[config.mk]
export PLATFORM = sky130hd
export DESIGN_NAME = ext_pin_edge_interrupts
export DESIGN_NICKNAME = d
export VERILOG_FILES = /design/src/hdl/ext_int_pkg.sv /design/src/hdl/ext_pin_edge_interrupts.sv /design/src/hdl/pin_edge_detect.sv
export VERILOG_INCLUDE_DIRS = /design/src /design/src/hdl
export SDC_FILE = /design/constraint.sdc
export NUM_CORES = 1
export LEC_CHECK = 0
export ABC_AREA = 1
export BUFFER_PORTS_ARGS = -buffer_cell sky130_fd_sc_hd__clkbuf_2
export CELL_PAD_IN_SITES_DETAIL_PLACEMENT = 0
export CELL_PAD_IN_SITES_GLOBAL_PLACEMENT = 2
export CORE_MARGIN = 1.5
export CORE_UTILIZATION = 30
export DETAILED_ROUTE_END_ITERATION = 7
export PLACE_DENSITY = 0.74
export SLEW_MARGIN = 10
export SYNTH_ARGS = -nofsm -noshare
export SYNTH_HDL_FRONTEND = slang
export SYNTH_SLANG_ARGS = --single-unit
[constraint.sdc]
create_clock -name sys_clk_i -period 3.95 [get_ports sys_clk_i]
set_clock_uncertainty 0.15 [all_clocks]
set_input_delay 0.79 -clock sys_clk_i [delete_from_list [all_inputs] [get_ports sys_clk_i]]
set_output_delay 0.79 -clock sys_clk_i [all_outputs]
set_load 0.1 [all_outputs]
[src/hdl/ext_int_params.svh]
// Register addresses, field positions and reset values for the external pin edge interrupt block.
// Assumes inclusion by the package and design files of this block only.
`ifndef EXT_INT_PARAMS_SVH
`define EXT_INT_PARAMS_SVH

`define ADDR_TIMER_AND_EXT_INT_CONTROL 8'h88
`define ADDR_IRQ_ENABLE_MAIN           8'hA8
`define ADDR_IRQ_ENABLE_SECOND         8'hA9
`define ADDR_GROUP0_FALLING_EDGE       8'hBA
`define ADDR_GROUP0_RISING_EDGE        8'hBB
`define ADDR_GROUP1_FALLING_EDGE       8'hBC
`define ADDR_GROUP1_RISING_EDGE        8'hBD
`define ADDR_GROUP2_FALLING_EDGE       8'hC6
`define ADDR_GROUP2_RISING_EDGE        8'hC7

`define BIT_GROUP1_REQUEST_FLAG 3
`define BIT_GROUP0_REQUEST_FLAG 1
`define BIT_GLOBAL_IRQ_ENABLE   7
`define BIT_GROUP1_IRQ_ENABLE   2
`define BIT_GROUP0_IRQ_ENABLE   0
`define BIT_GROUP2_IRQ_ENABLE   3

`define MASK_GROUP0_EDGE 8'h0E
`define MASK_GROUP1_EDGE 8'h0F
`define MASK_GROUP2_EDGE 8'h3F
`define MASK_ENABLE_MAIN 8'hFF
`define MASK_ENABLE_SECOND 8'h1F

`define RESET_BYTE 8'h00

`endif

[src/hdl/ext_int_pkg.sv]
// Types shared by the external pin edge interrupt block.
// Assumes the params header sits beside it on the include path.
`include "ext_int_params.svh"

package ext_int_pkg;

  // Special function register access from the CPU core
  typedef struct packed {
    logic [7:0] addr;
    logic       wr;
    logic       rd;
    logic [7:0] wdata;
  } sfr_req_type;

  // Per-group CPU request levels and acknowledge strobes
  typedef struct packed {
    logic group2;
    logic group1;
    logic group0;
  } irq_group_type;

endpackage

[src/hdl/ext_pin_edge_interrupts.sv]
// External pin edge interrupt block: three pin groups, edge enables, request flags, SFR access.
// Assumes an 8-bit SFR bus from the CPU core with one-cycle read data and per-group acknowledges.
`timescale 1ns/1ps
`include "ext_int_params.svh"

module ext_pin_edge_interrupts (
  input  wire logic                          sys_clk_i,         // System clock, 125 MHz
  input  wire logic                          rst_n_i,           // Synchronous reset, active low
  input  wire ext_int_pkg::sfr_req_type      sfr_req_i,         // SFR address, strobes, write data
  output logic                [7:0]          sfr_rdata_o,       // SFR read data, one cycle after rd
  output logic                               sfr_hit_o,         // Read address belongs to this block
  input  wire logic           [3:1]          ext_pin_group0_i,  // Group 0 pins 1..3
  input  wire logic           [3:0]          ext_pin_group1_i,  // Group 1 pins 0..3
  input  wire logic           [5:0]          ext_pin_group2_i,  // Group 2 pins 0..5
  input  wire ext_int_pkg::irq_group_type    irq_ack_i,         // CPU response per group
  output ext_int_pkg::irq_group_type         irq_req_o          // Request per group to the CPU
);
  import ext_int_pkg::*;

  // ****************************************
  // Register state
  // ****************************************
  logic [7:0] g0_fall_reg, g0_rise_reg, g1_fall_reg, g1_rise_reg, g2_fall_reg, g2_rise_reg;
  logic [7:0] g0_fall_next, g0_rise_next, g1_fall_next, g1_rise_next, g2_fall_next, g2_rise_next;
  logic [7:0] en_main_reg, en_second_reg, en_main_next, en_second_next;
  logic       group0_request_flag_reg, group1_request_flag_reg, group2_pending_reg;
  logic       group0_request_flag_next, group1_request_flag_next, group2_pending_next;
  logic [7:0] rdata_reg, rdata_next;
  logic       hit_reg, hit_next;

  logic [2:0] g0_rise, g0_fall;
  logic [3:0] g1_rise, g1_fall;
  logic [5:0] g2_rise, g2_fall;
  logic       g0_event, g1_event, g2_event;
  logic       wr_control;

  // ****************************************
  // Pin synchronisers and edge detectors
  // ****************************************
  pin_edge_detect #(.WIDTH(3)) u_edge_g0 (
    .sys_clk_i (sys_clk_i),
    .rst_n_i   (rst_n_i),
    .pin_i     (ext_pin_group0_i),
    .rise_o    (g0_rise),
    .fall_o    (g0_fall)
  );

  pin_edge_detect #(.WIDTH(4)) u_edge_g1 (
    .sys_clk_i (sys_clk_i),
    .rst_n_i   (rst_n_i),
    .pin_i     (ext_pin_group1_i),
    .rise_o    (g1_rise),
    .fall_o    (g1_fall)
  );

  pin_edge_detect #(.WIDTH(6)) u_edge_g2 (
    .sys_clk_i (sys_clk_i),
    .rst_n_i   (rst_n_i),
    .pin_i     (ext_pin_group2_i),
    .rise_o    (g2_rise),
    .fall_o    (g2_fall)
  );

  // ****************************************
  // Enabled edges, ORed per group
  // ****************************************
  assign g0_event = |((g0_fall & g0_fall_reg[3:1]) | (g0_rise & g0_rise_reg[3:1]));
  assign g1_event = |((g1_fall & g1_fall_reg[3:0]) | (g1_rise & g1_rise_reg[3:0]));
  assign g2_event = |((g2_fall & g2_fall_reg[5:0]) | (g2_rise & g2_rise_reg[5:0]));

  assign wr_control = sfr_req_i.wr && (sfr_req_i.addr == `ADDR_TIMER_AND_EXT_INT_CONTROL);

  // ****************************************
  // Register writes
  // ****************************************
  always_comb begin
    g0_fall_next   = g0_fall_reg;
    g0_rise_next   = g0_rise_reg;
    g1_fall_next   = g1_fall_reg;
    g1_rise_next   = g1_rise_reg;
    g2_fall_next   = g2_fall_reg;
    g2_rise_next   = g2_rise_reg;
    en_main_next   = en_main_reg;
    en_second_next = en_second_reg;
    if (sfr_req_i.wr) begin
      if (sfr_req_i.addr == `ADDR_GROUP0_FALLING_EDGE) begin
        g0_fall_next = sfr_req_i.wdata & `MASK_GROUP0_EDGE;
      end else if (sfr_req_i.addr == `ADDR_GROUP0_RISING_EDGE) begin
        g0_rise_next = sfr_req_i.wdata & `MASK_GROUP0_EDGE;
      end else if (sfr_req_i.addr == `ADDR_GROUP1_FALLING_EDGE) begin
        g1_fall_next = sfr_req_i.wdata & `MASK_GROUP1_EDGE;
      end else if (sfr_req_i.addr == `ADDR_GROUP1_RISING_EDGE) begin
        g1_rise_next = sfr_req_i.wdata & `MASK_GROUP1_EDGE;
      end else if (sfr_req_i.addr == `ADDR_GROUP2_FALLING_EDGE) begin
        g2_fall_next = sfr_req_i.wdata & `MASK_GROUP2_EDGE;
      end else if (sfr_req_i.addr == `ADDR_GROUP2_RISING_EDGE) begin
        g2_rise_next = sfr_req_i.wdata & `MASK_GROUP2_EDGE;
      end else if (sfr_req_i.addr == `ADDR_IRQ_ENABLE_MAIN) begin
        en_main_next = sfr_req_i.wdata & `MASK_ENABLE_MAIN;
      end else if (sfr_req_i.addr == `ADDR_IRQ_ENABLE_SECOND) begin
        en_second_next = sfr_req_i.wdata & `MASK_ENABLE_SECOND;
      end
    end
  end

  // ****************************************
  // Request flags: a new edge wins over any clear
  // ****************************************
  always_comb begin
    group0_request_flag_next = group0_request_flag_reg;
    group1_request_flag_next = group1_request_flag_reg;
    group2_pending_next      = group2_pending_reg;
    if (wr_control) begin
      group0_request_flag_next = sfr_req_i.wdata[`BIT_GROUP0_REQUEST_FLAG];
      group1_request_flag_next = sfr_req_i.wdata[`BIT_GROUP1_REQUEST_FLAG];
    end
    if (irq_ack_i.group0) begin
      group0_request_flag_next = 1'b0;
    end
    if (irq_ack_i.group1) begin
      group1_request_flag_next = 1'b0;
    end
    if (irq_ack_i.group2) begin
      group2_pending_next = 1'b0;
    end
    if (g0_event) begin
      group0_request_flag_next = 1'b1;
    end
    if (g1_event) begin
      group1_request_flag_next = 1'b1;
    end
    if (g2_event) begin
      group2_pending_next = 1'b1;
    end
  end

  // ****************************************
  // Read path, registered
  // ****************************************
  always_comb begin
    rdata_next = rdata_reg;
    hit_next   = hit_reg;
    if (sfr_req_i.rd) begin
      hit_next = 1'b1;
      if (sfr_req_i.addr == `ADDR_TIMER_AND_EXT_INT_CONTROL) begin
        rdata_next = `RESET_BYTE;
        rdata_next[`BIT_GROUP1_REQUEST_FLAG] = group1_request_flag_reg;
        rdata_next[`BIT_GROUP0_REQUEST_FLAG] = group0_request_flag_reg;
      end else if (sfr_req_i.addr == `ADDR_GROUP0_FALLING_EDGE) begin
        rdata_next = g0_fall_reg;
      end else if (sfr_req_i.addr == `ADDR_GROUP0_RISING_EDGE) begin
        rdata_next = g0_rise_reg;
      end else if (sfr_req_i.addr == `ADDR_GROUP1_FALLING_EDGE) begin
        rdata_next = g1_fall_reg;
      end else if (sfr_req_i.addr == `ADDR_GROUP1_RISING_EDGE) begin
        rdata_next = g1_rise_reg;
      end else if (sfr_req_i.addr == `ADDR_GROUP2_FALLING_EDGE) begin
        rdata_next = g2_fall_reg;
      end else if (sfr_req_i.addr == `ADDR_GROUP2_RISING_EDGE) begin
        rdata_next = g2_rise_reg;
      end else if (sfr_req_i.addr == `ADDR_IRQ_ENABLE_MAIN) begin
        rdata_next = en_main_reg;
      end else if (sfr_req_i.addr == `ADDR_IRQ_ENABLE_SECOND) begin
        rdata_next = en_second_reg;
      end else begin
        rdata_next = `RESET_BYTE;
        hit_next   = 1'b0;
      end
    end else begin
      hit_next = 1'b0;
    end
  end

  always_ff @(posedge sys_clk_i) begin
    if (!rst_n_i) begin
      g0_fall_reg             <= `RESET_BYTE;
      g0_rise_reg             <= `RESET_BYTE;
      g1_fall_reg             <= `RESET_BYTE;
      g1_rise_reg             <= `RESET_BYTE;
      g2_fall_reg             <= `RESET_BYTE;
      g2_rise_reg             <= `RESET_BYTE;
      en_main_reg             <= `RESET_BYTE;
      en_second_reg           <= `RESET_BYTE;
      group0_request_flag_reg <= 1'b0;
      group1_request_flag_reg <= 1'b0;
      group2_pending_reg      <= 1'b0;
      rdata_reg               <= `RESET_BYTE;
      hit_reg                 <= 1'b0;
    end else begin
      g0_fall_reg             <= g0_fall_next;
      g0_rise_reg             <= g0_rise_next;
      g1_fall_reg             <= g1_fall_next;
      g1_rise_reg             <= g1_rise_next;
      g2_fall_reg             <= g2_fall_next;
      g2_rise_reg             <= g2_rise_next;
      en_main_reg             <= en_main_next;
      en_second_reg           <= en_second_next;
      group0_request_flag_reg <= group0_request_flag_next;
      group1_request_flag_reg <= group1_request_flag_next;
      group2_pending_reg      <= group2_pending_next;
      rdata_reg               <= rdata_next;
      hit_reg                 <= hit_next;
    end
  end

  // ****************************************
  // Requests to the CPU
  // ****************************************
  always_comb begin
    irq_req_o.group0 = group0_request_flag_reg & en_main_reg[`BIT_GROUP0_IRQ_ENABLE]
                       & en_main_reg[`BIT_GLOBAL_IRQ_ENABLE];
    irq_req_o.group1 = group1_request_flag_reg & en_main_reg[`BIT_GROUP1_IRQ_ENABLE]
                       & en_main_reg[`BIT_GLOBAL_IRQ_ENABLE];
    irq_req_o.group2 = group2_pending_reg & en_second_reg[`BIT_GROUP2_IRQ_ENABLE]
                       & en_main_reg[`BIT_GLOBAL_IRQ_ENABLE];
  end

  assign sfr_rdata_o = rdata_reg;
  assign sfr_hit_o   = hit_reg;

endmodule

[src/hdl/pin_edge_detect.sv]
// Pin synchroniser with rising and falling edge detection, one lane per pin.
// Assumes asynchronous pin inputs and a single system clock.
`timescale 1ns/1ps

module pin_edge_detect #(
  parameter int WIDTH = 4
) (
  input  wire logic             sys_clk_i,  // System clock
  input  wire logic             rst_n_i,    // Synchronous reset, active low
  input  wire logic [WIDTH-1:0] pin_i,      // Asynchronous pins
  output logic      [WIDTH-1:0] rise_o,     // One-cycle rising pulse
  output logic      [WIDTH-1:0] fall_o      // One-cycle falling pulse
);

  logic [WIDTH-1:0] s1_reg, s2_reg, s3_reg, level_reg, rise_reg, fall_reg;
  logic [WIDTH-1:0] level_next, rise_next, fall_next;

  // ****************************************
  // Level accepted once two late stages agree
  // ****************************************
  always_comb begin
    level_next = level_reg;
    rise_next  = '0;
    fall_next  = '0;
    for (int i = 0; i < WIDTH; i++) begin
      if (s2_reg[i] == s3_reg[i]) begin
        level_next[i] = s3_reg[i];
        rise_next[i]  = s3_reg[i] & ~level_reg[i];
        fall_next[i]  = ~s3_reg[i] & level_reg[i];
      end
    end
  end

  always_ff @(posedge sys_clk_i) begin
    if (!rst_n_i) begin
      s1_reg    <= '0;
      s2_reg    <= '0;
      s3_reg    <= '0;
      level_reg <= '0;
      rise_reg  <= '0;
      fall_reg  <= '0;
    end else begin
      s1_reg    <= pin_i;
      s2_reg    <= s1_reg;
      s3_reg    <= s2_reg;
      level_reg <= level_next;
      rise_reg  <= rise_next;
      fall_reg  <= fall_next;
    end
  end

  assign rise_o = rise_reg;
  assign fall_o = fall_reg;

endmodule

# Word level (Yosys, flattened, before mapping)

Cells that the tools add are included.

Equality and inequality tests: 22
Mux-type cells: 26
Bitwise gates (word level): 74
Reductions and logical operators: 29

Operator list:

| operator                              | number |
|---|---|
| 8-bit == test (second input constant) | 9 |
| 8-bit 2-to-1 mux                      | 8 |
| 1-bit NOT                             | 33 |
| 1-bit bitwise AND                     | 32 |
| 2-bit AND reduction                   | 15 |
| 1-bit 2-to-1 mux                      | 17 |
| 1-bit == test                         | 13 |
| 6-bit bitwise AND                     | 2 |
| 9-bit AND reduction                   | 1 |
| 4-bit bitwise AND                     | 2 |
| 8-bit AND reduction                   | 1 |
| 7-bit AND reduction                   | 1 |
| 3-bit bitwise AND                     | 2 |
| 6-bit OR                              | 1 |
| 6-bit AND reduction                   | 1 |
| 3-bit nonzero test                    | 2 |
| 6-bit OR reduction                    | 1 |
| 5-bit 2-to-1 mux                      | 1 |
| 5-bit AND reduction                   | 1 |
| 4-bit OR                              | 1 |
| 4-bit AND reduction                   | 1 |
| 4-bit OR reduction                    | 1 |
| 3-bit OR                              | 1 |
| 3-bit AND reduction                   | 1 |
| 3 further kinds                       | 3 |

Register bits after elaboration: 129
Word-level logic and storage cells: 212

# Longest topological paths before layout

Word-level depth: 10
Mapped depth: 12
Gate-level depth less buffers: 12

# Cells and area by module

From an unflattened synthesis, not the netlist that was laid out.

Cells, all modules: 673
Area total of the unflattened synthesis: 4967.3 um^2

By module, submodules not included:

| module                       | instances | cells each | area each (um^2) | sequential area each (um^2) |
|---|---|---|---|---|
| ext_pin_edge_interrupts      | 1         | 381        | 2549.9           | 1021.0 |
| pin_edge_detect at u_edge_g2 | 1         | 135        | 1108.6           | 720.7 |
| pin_edge_detect at u_edge_g1 | 1         | 90         | 738.2            | 480.5 |
| pin_edge_detect at u_edge_g0 | 1         | 67         | 570.5            | 360.3 |

# Worst setup path after synthesis

OpenSTA, ideal clock, no wires.

Path kind: flip-flop to output port
Start: register en_main_reg[7]
End: output irq_req_o[1] in the netlist's numbering
Data arrival time: 2457 ps
Path slack: 553 ps
Cell stages (with the launch flop): 3
Buffers on the path: 0
Path through: dfxtp_1 -> inv_1 -> nor3_1

RTL lines:

| item                   | RTL line                       | RTL |
|---|---|---|
| from (decl)            | ext_pin_edge_interrupts.sv:25  | `logic [7:0] en_main_reg, en_second_reg, en_main_next, en_second_next;` |
| from (signal assigned) | ext_pin_edge_interrupts.sv:182 | `` en_main_reg <= `RESET_BYTE; `` |
| from (signal assigned) | ext_pin_edge_interrupts.sv:196 | `en_main_reg <= en_main_next;` |
| to (decl)              | ext_pin_edge_interrupts.sv:16  | `output ext_int_pkg::irq_group_type irq_req_o` |

==> metrics.txt <==
sequential cell area=2582 µm²; DRC violations left=0; Clock Root Buffer=clkbuf_16; Clock Sink Count=129; critical path's slowest cell=clkbuf_2; HPWL Detailed=8.231 mm; Synth Instances=610; Die W=129.6 µm; Initial Utilization=0.3047; Pins Over Slew Limit=0; antenna violations before repair=0; DR vias=3889; synthesized cell area=4805 µm²; share of cells above drive strength 1=0.1403; Multi-input gate area=1812 µm²; WS Path Type=flip-flop to primary output; CTS tree=done; Rel. slew slack=0.6032; Die H=129.6 µm; Seq/Total Area, Yosys=0.5375; core area=15770 µm²; status=complete, no violations; Antenna diodes=0; Post-Syn Nets=646; total CTS buffers=17; DP Area=5264 µm²; syn avg cell area=7.876 µm²; input/output buffers=47; first-pass GRT wire length=18.69 mm; post-cts sizing count=0; PwrDens=495.3 nW/µm²; largest fanout on the critical path=4; setup TNS=0 ns; share of flip-flops with an asynchronous set or reset=0; crit path time final=2.456 ns; CP endpoint kind=primary output; number of I/O pins=48; Max Root-Sink Buffers=2; maximum number of pins on one net before global-route repair=48; Skew-Pair Late Insertion Delay=0.41 ns; number of synthesized flops with an enable pin=0; part of the cycle the worst path needs=0.6218; crit path buf inv count=2; Yosys reg bits=129; Critical Path Max Stage Delay=0.48 ns; # nets final=700; synth unique cells=34; CTS HTree Levels=4; initial DRC count=247; final setup fails=0; # rows=46; Startpoint Class=flip-flop; Max-Cap Viols=0; maximum VDD drop=0.3005 mV; Filler Cells Inserted=1693; Main synth FF type=dfxtp_1; Routed WL=11.54 mm; DR vias/cell=4.355; hold crit path type=flip-flop to flip-flop; Tightest Pin Transition=0.5916 ns; Synth Warn #=0; Avg WL per Cell=12.92 µm; Area Growth Syn to Fin=20.89%; grt ovf=0; static leakage=2.666 nW; commonest non-fill, non-tap cell in the layout=nand2_1; Die ar.=16780 µm²; drt first pass iters=4; RSZ-0062 raised after global routing=no; most frequent cells in the layout=132 x nand2_1, 129 x dfxtp_1, 90 x inv_1, 58 x a21oi_1, 56 x nor2_1; Top delay family on crit path=buffers and inverters; GPL Wtd Cong=0.8472; Final ANT Viol Nets=0; vias in the first global route=3670; worst path cell trace=inv_1 -> nor3_1 -> clkbuf_2; GR Util All Layers=0.1485; WP data required=3.01 ns; Setup Fix Bufs, Post-CTS=0; clk slew on worst S/H paths=0.05 ns; fmax=0.4072 GHz; Critical Path AT=1.52 ns; design area=5808 µm²; Hold Vio Cnt, Final=0; hold buffers post-CTS=0
-- cells in the mapped netlist (all sizes together) (4+ instances only) --
cell type / count / area (µm²)
a22o: 7 / 61.31
nor3: 24 / 120.1
a21oi: 61 / 324.1
o21ai: 44 / 227.7
buf: 5 / 27.52
nand2: 139 / 568.1
inv: 91 / 341.6
nand3: 24 / 132.6
a221oi: 4 / 35.03
nor2: 61 / 255.2
dfxtp: 129 / 2582
clkbuf: 9 / 33.78
-- routing by layer --
layer	wire, µm	GRT usage
met1	5750	0.1895
met2	4865	0.2240
met3	503	0.04459
met4	422	0.08366
met5	0	0
-- path summary, 6_finish.rpt --
path,start,endpoint,slack (ns),cells after the start
worst max-delay path,en_main_reg[7],irq_req_o[1],1.49,3
worst min-delay path,u_edge_g2.s1_reg[3],u_edge_g2.s2_reg[3],0.26,2
worst max register to register,g1_fall_reg[0],group1_request_flag_reg,2.69,3
worst min register to register,u_edge_g2.s1_reg[3],u_edge_g2.s2_reg[3],0.26,2
-- logic make-up (layout without fill, tap and decap cells) --
logic type             after synthesis  in the layout  synth area share
AO/OA/AOI/OAI                      123            123            0.1458
buffers and inverters              107            174           0.08541
flip-flops                         129            129            0.5375
AND/OR/NAND/NOR                    251            251            0.2313
-- power by group --
| part | switching (mW) | internal, mW | total (mW) |
|---|---|---|---|
| combinational | 0.0721 | 0.0322 | 0.104 |
| clock | 0.534 | 0.909 | 1.44 |
| sequential | 0.00887 | 1.32 | 1.33 |
| total | 0.615 | 2.26 | 2.88 |
-- cell type report --
type / count / share of cell area
multi-input combinational: 374 / 0.3119
timing repair buffer: 49 / 0.04308
tap: 216 / 0.04653
clock buffer: 26 / 0.08423
inverter: 93 / 0.06010
sequential: 129 / 0.4446
clock inverter: 6 / 0.009479
-- metrics by stage --
step | utilization | hold slack, ns | instances | total power [mW] | worst slack [ns]
final | 0.3683 | 0.2562 | 893 | 2.877 | 1.494
after global routing | 0.3683 | 0.2649 | 893 | 3.000 | 1.401
after CTS | 0.3683 | 0.2581 | 893 | 2.921 | 1.459
after detailed placement | 0.3338 | 0.2465 | 861 | 1.462 | 1.377
after global placement | 0.3338 | 0.2431 | 861 | 1.460 | 1.372
after floorplan | - | 0.2405 | 610 | 1.416 | 0.5533
-- worst min-delay path, stage by stage (launching register included) --
cell	delay [ns]
dfxtp_1	0.30
nand2_1	0.05
inv_1	0.04
No activity file was read; power rests on OpenSTA's default activity.
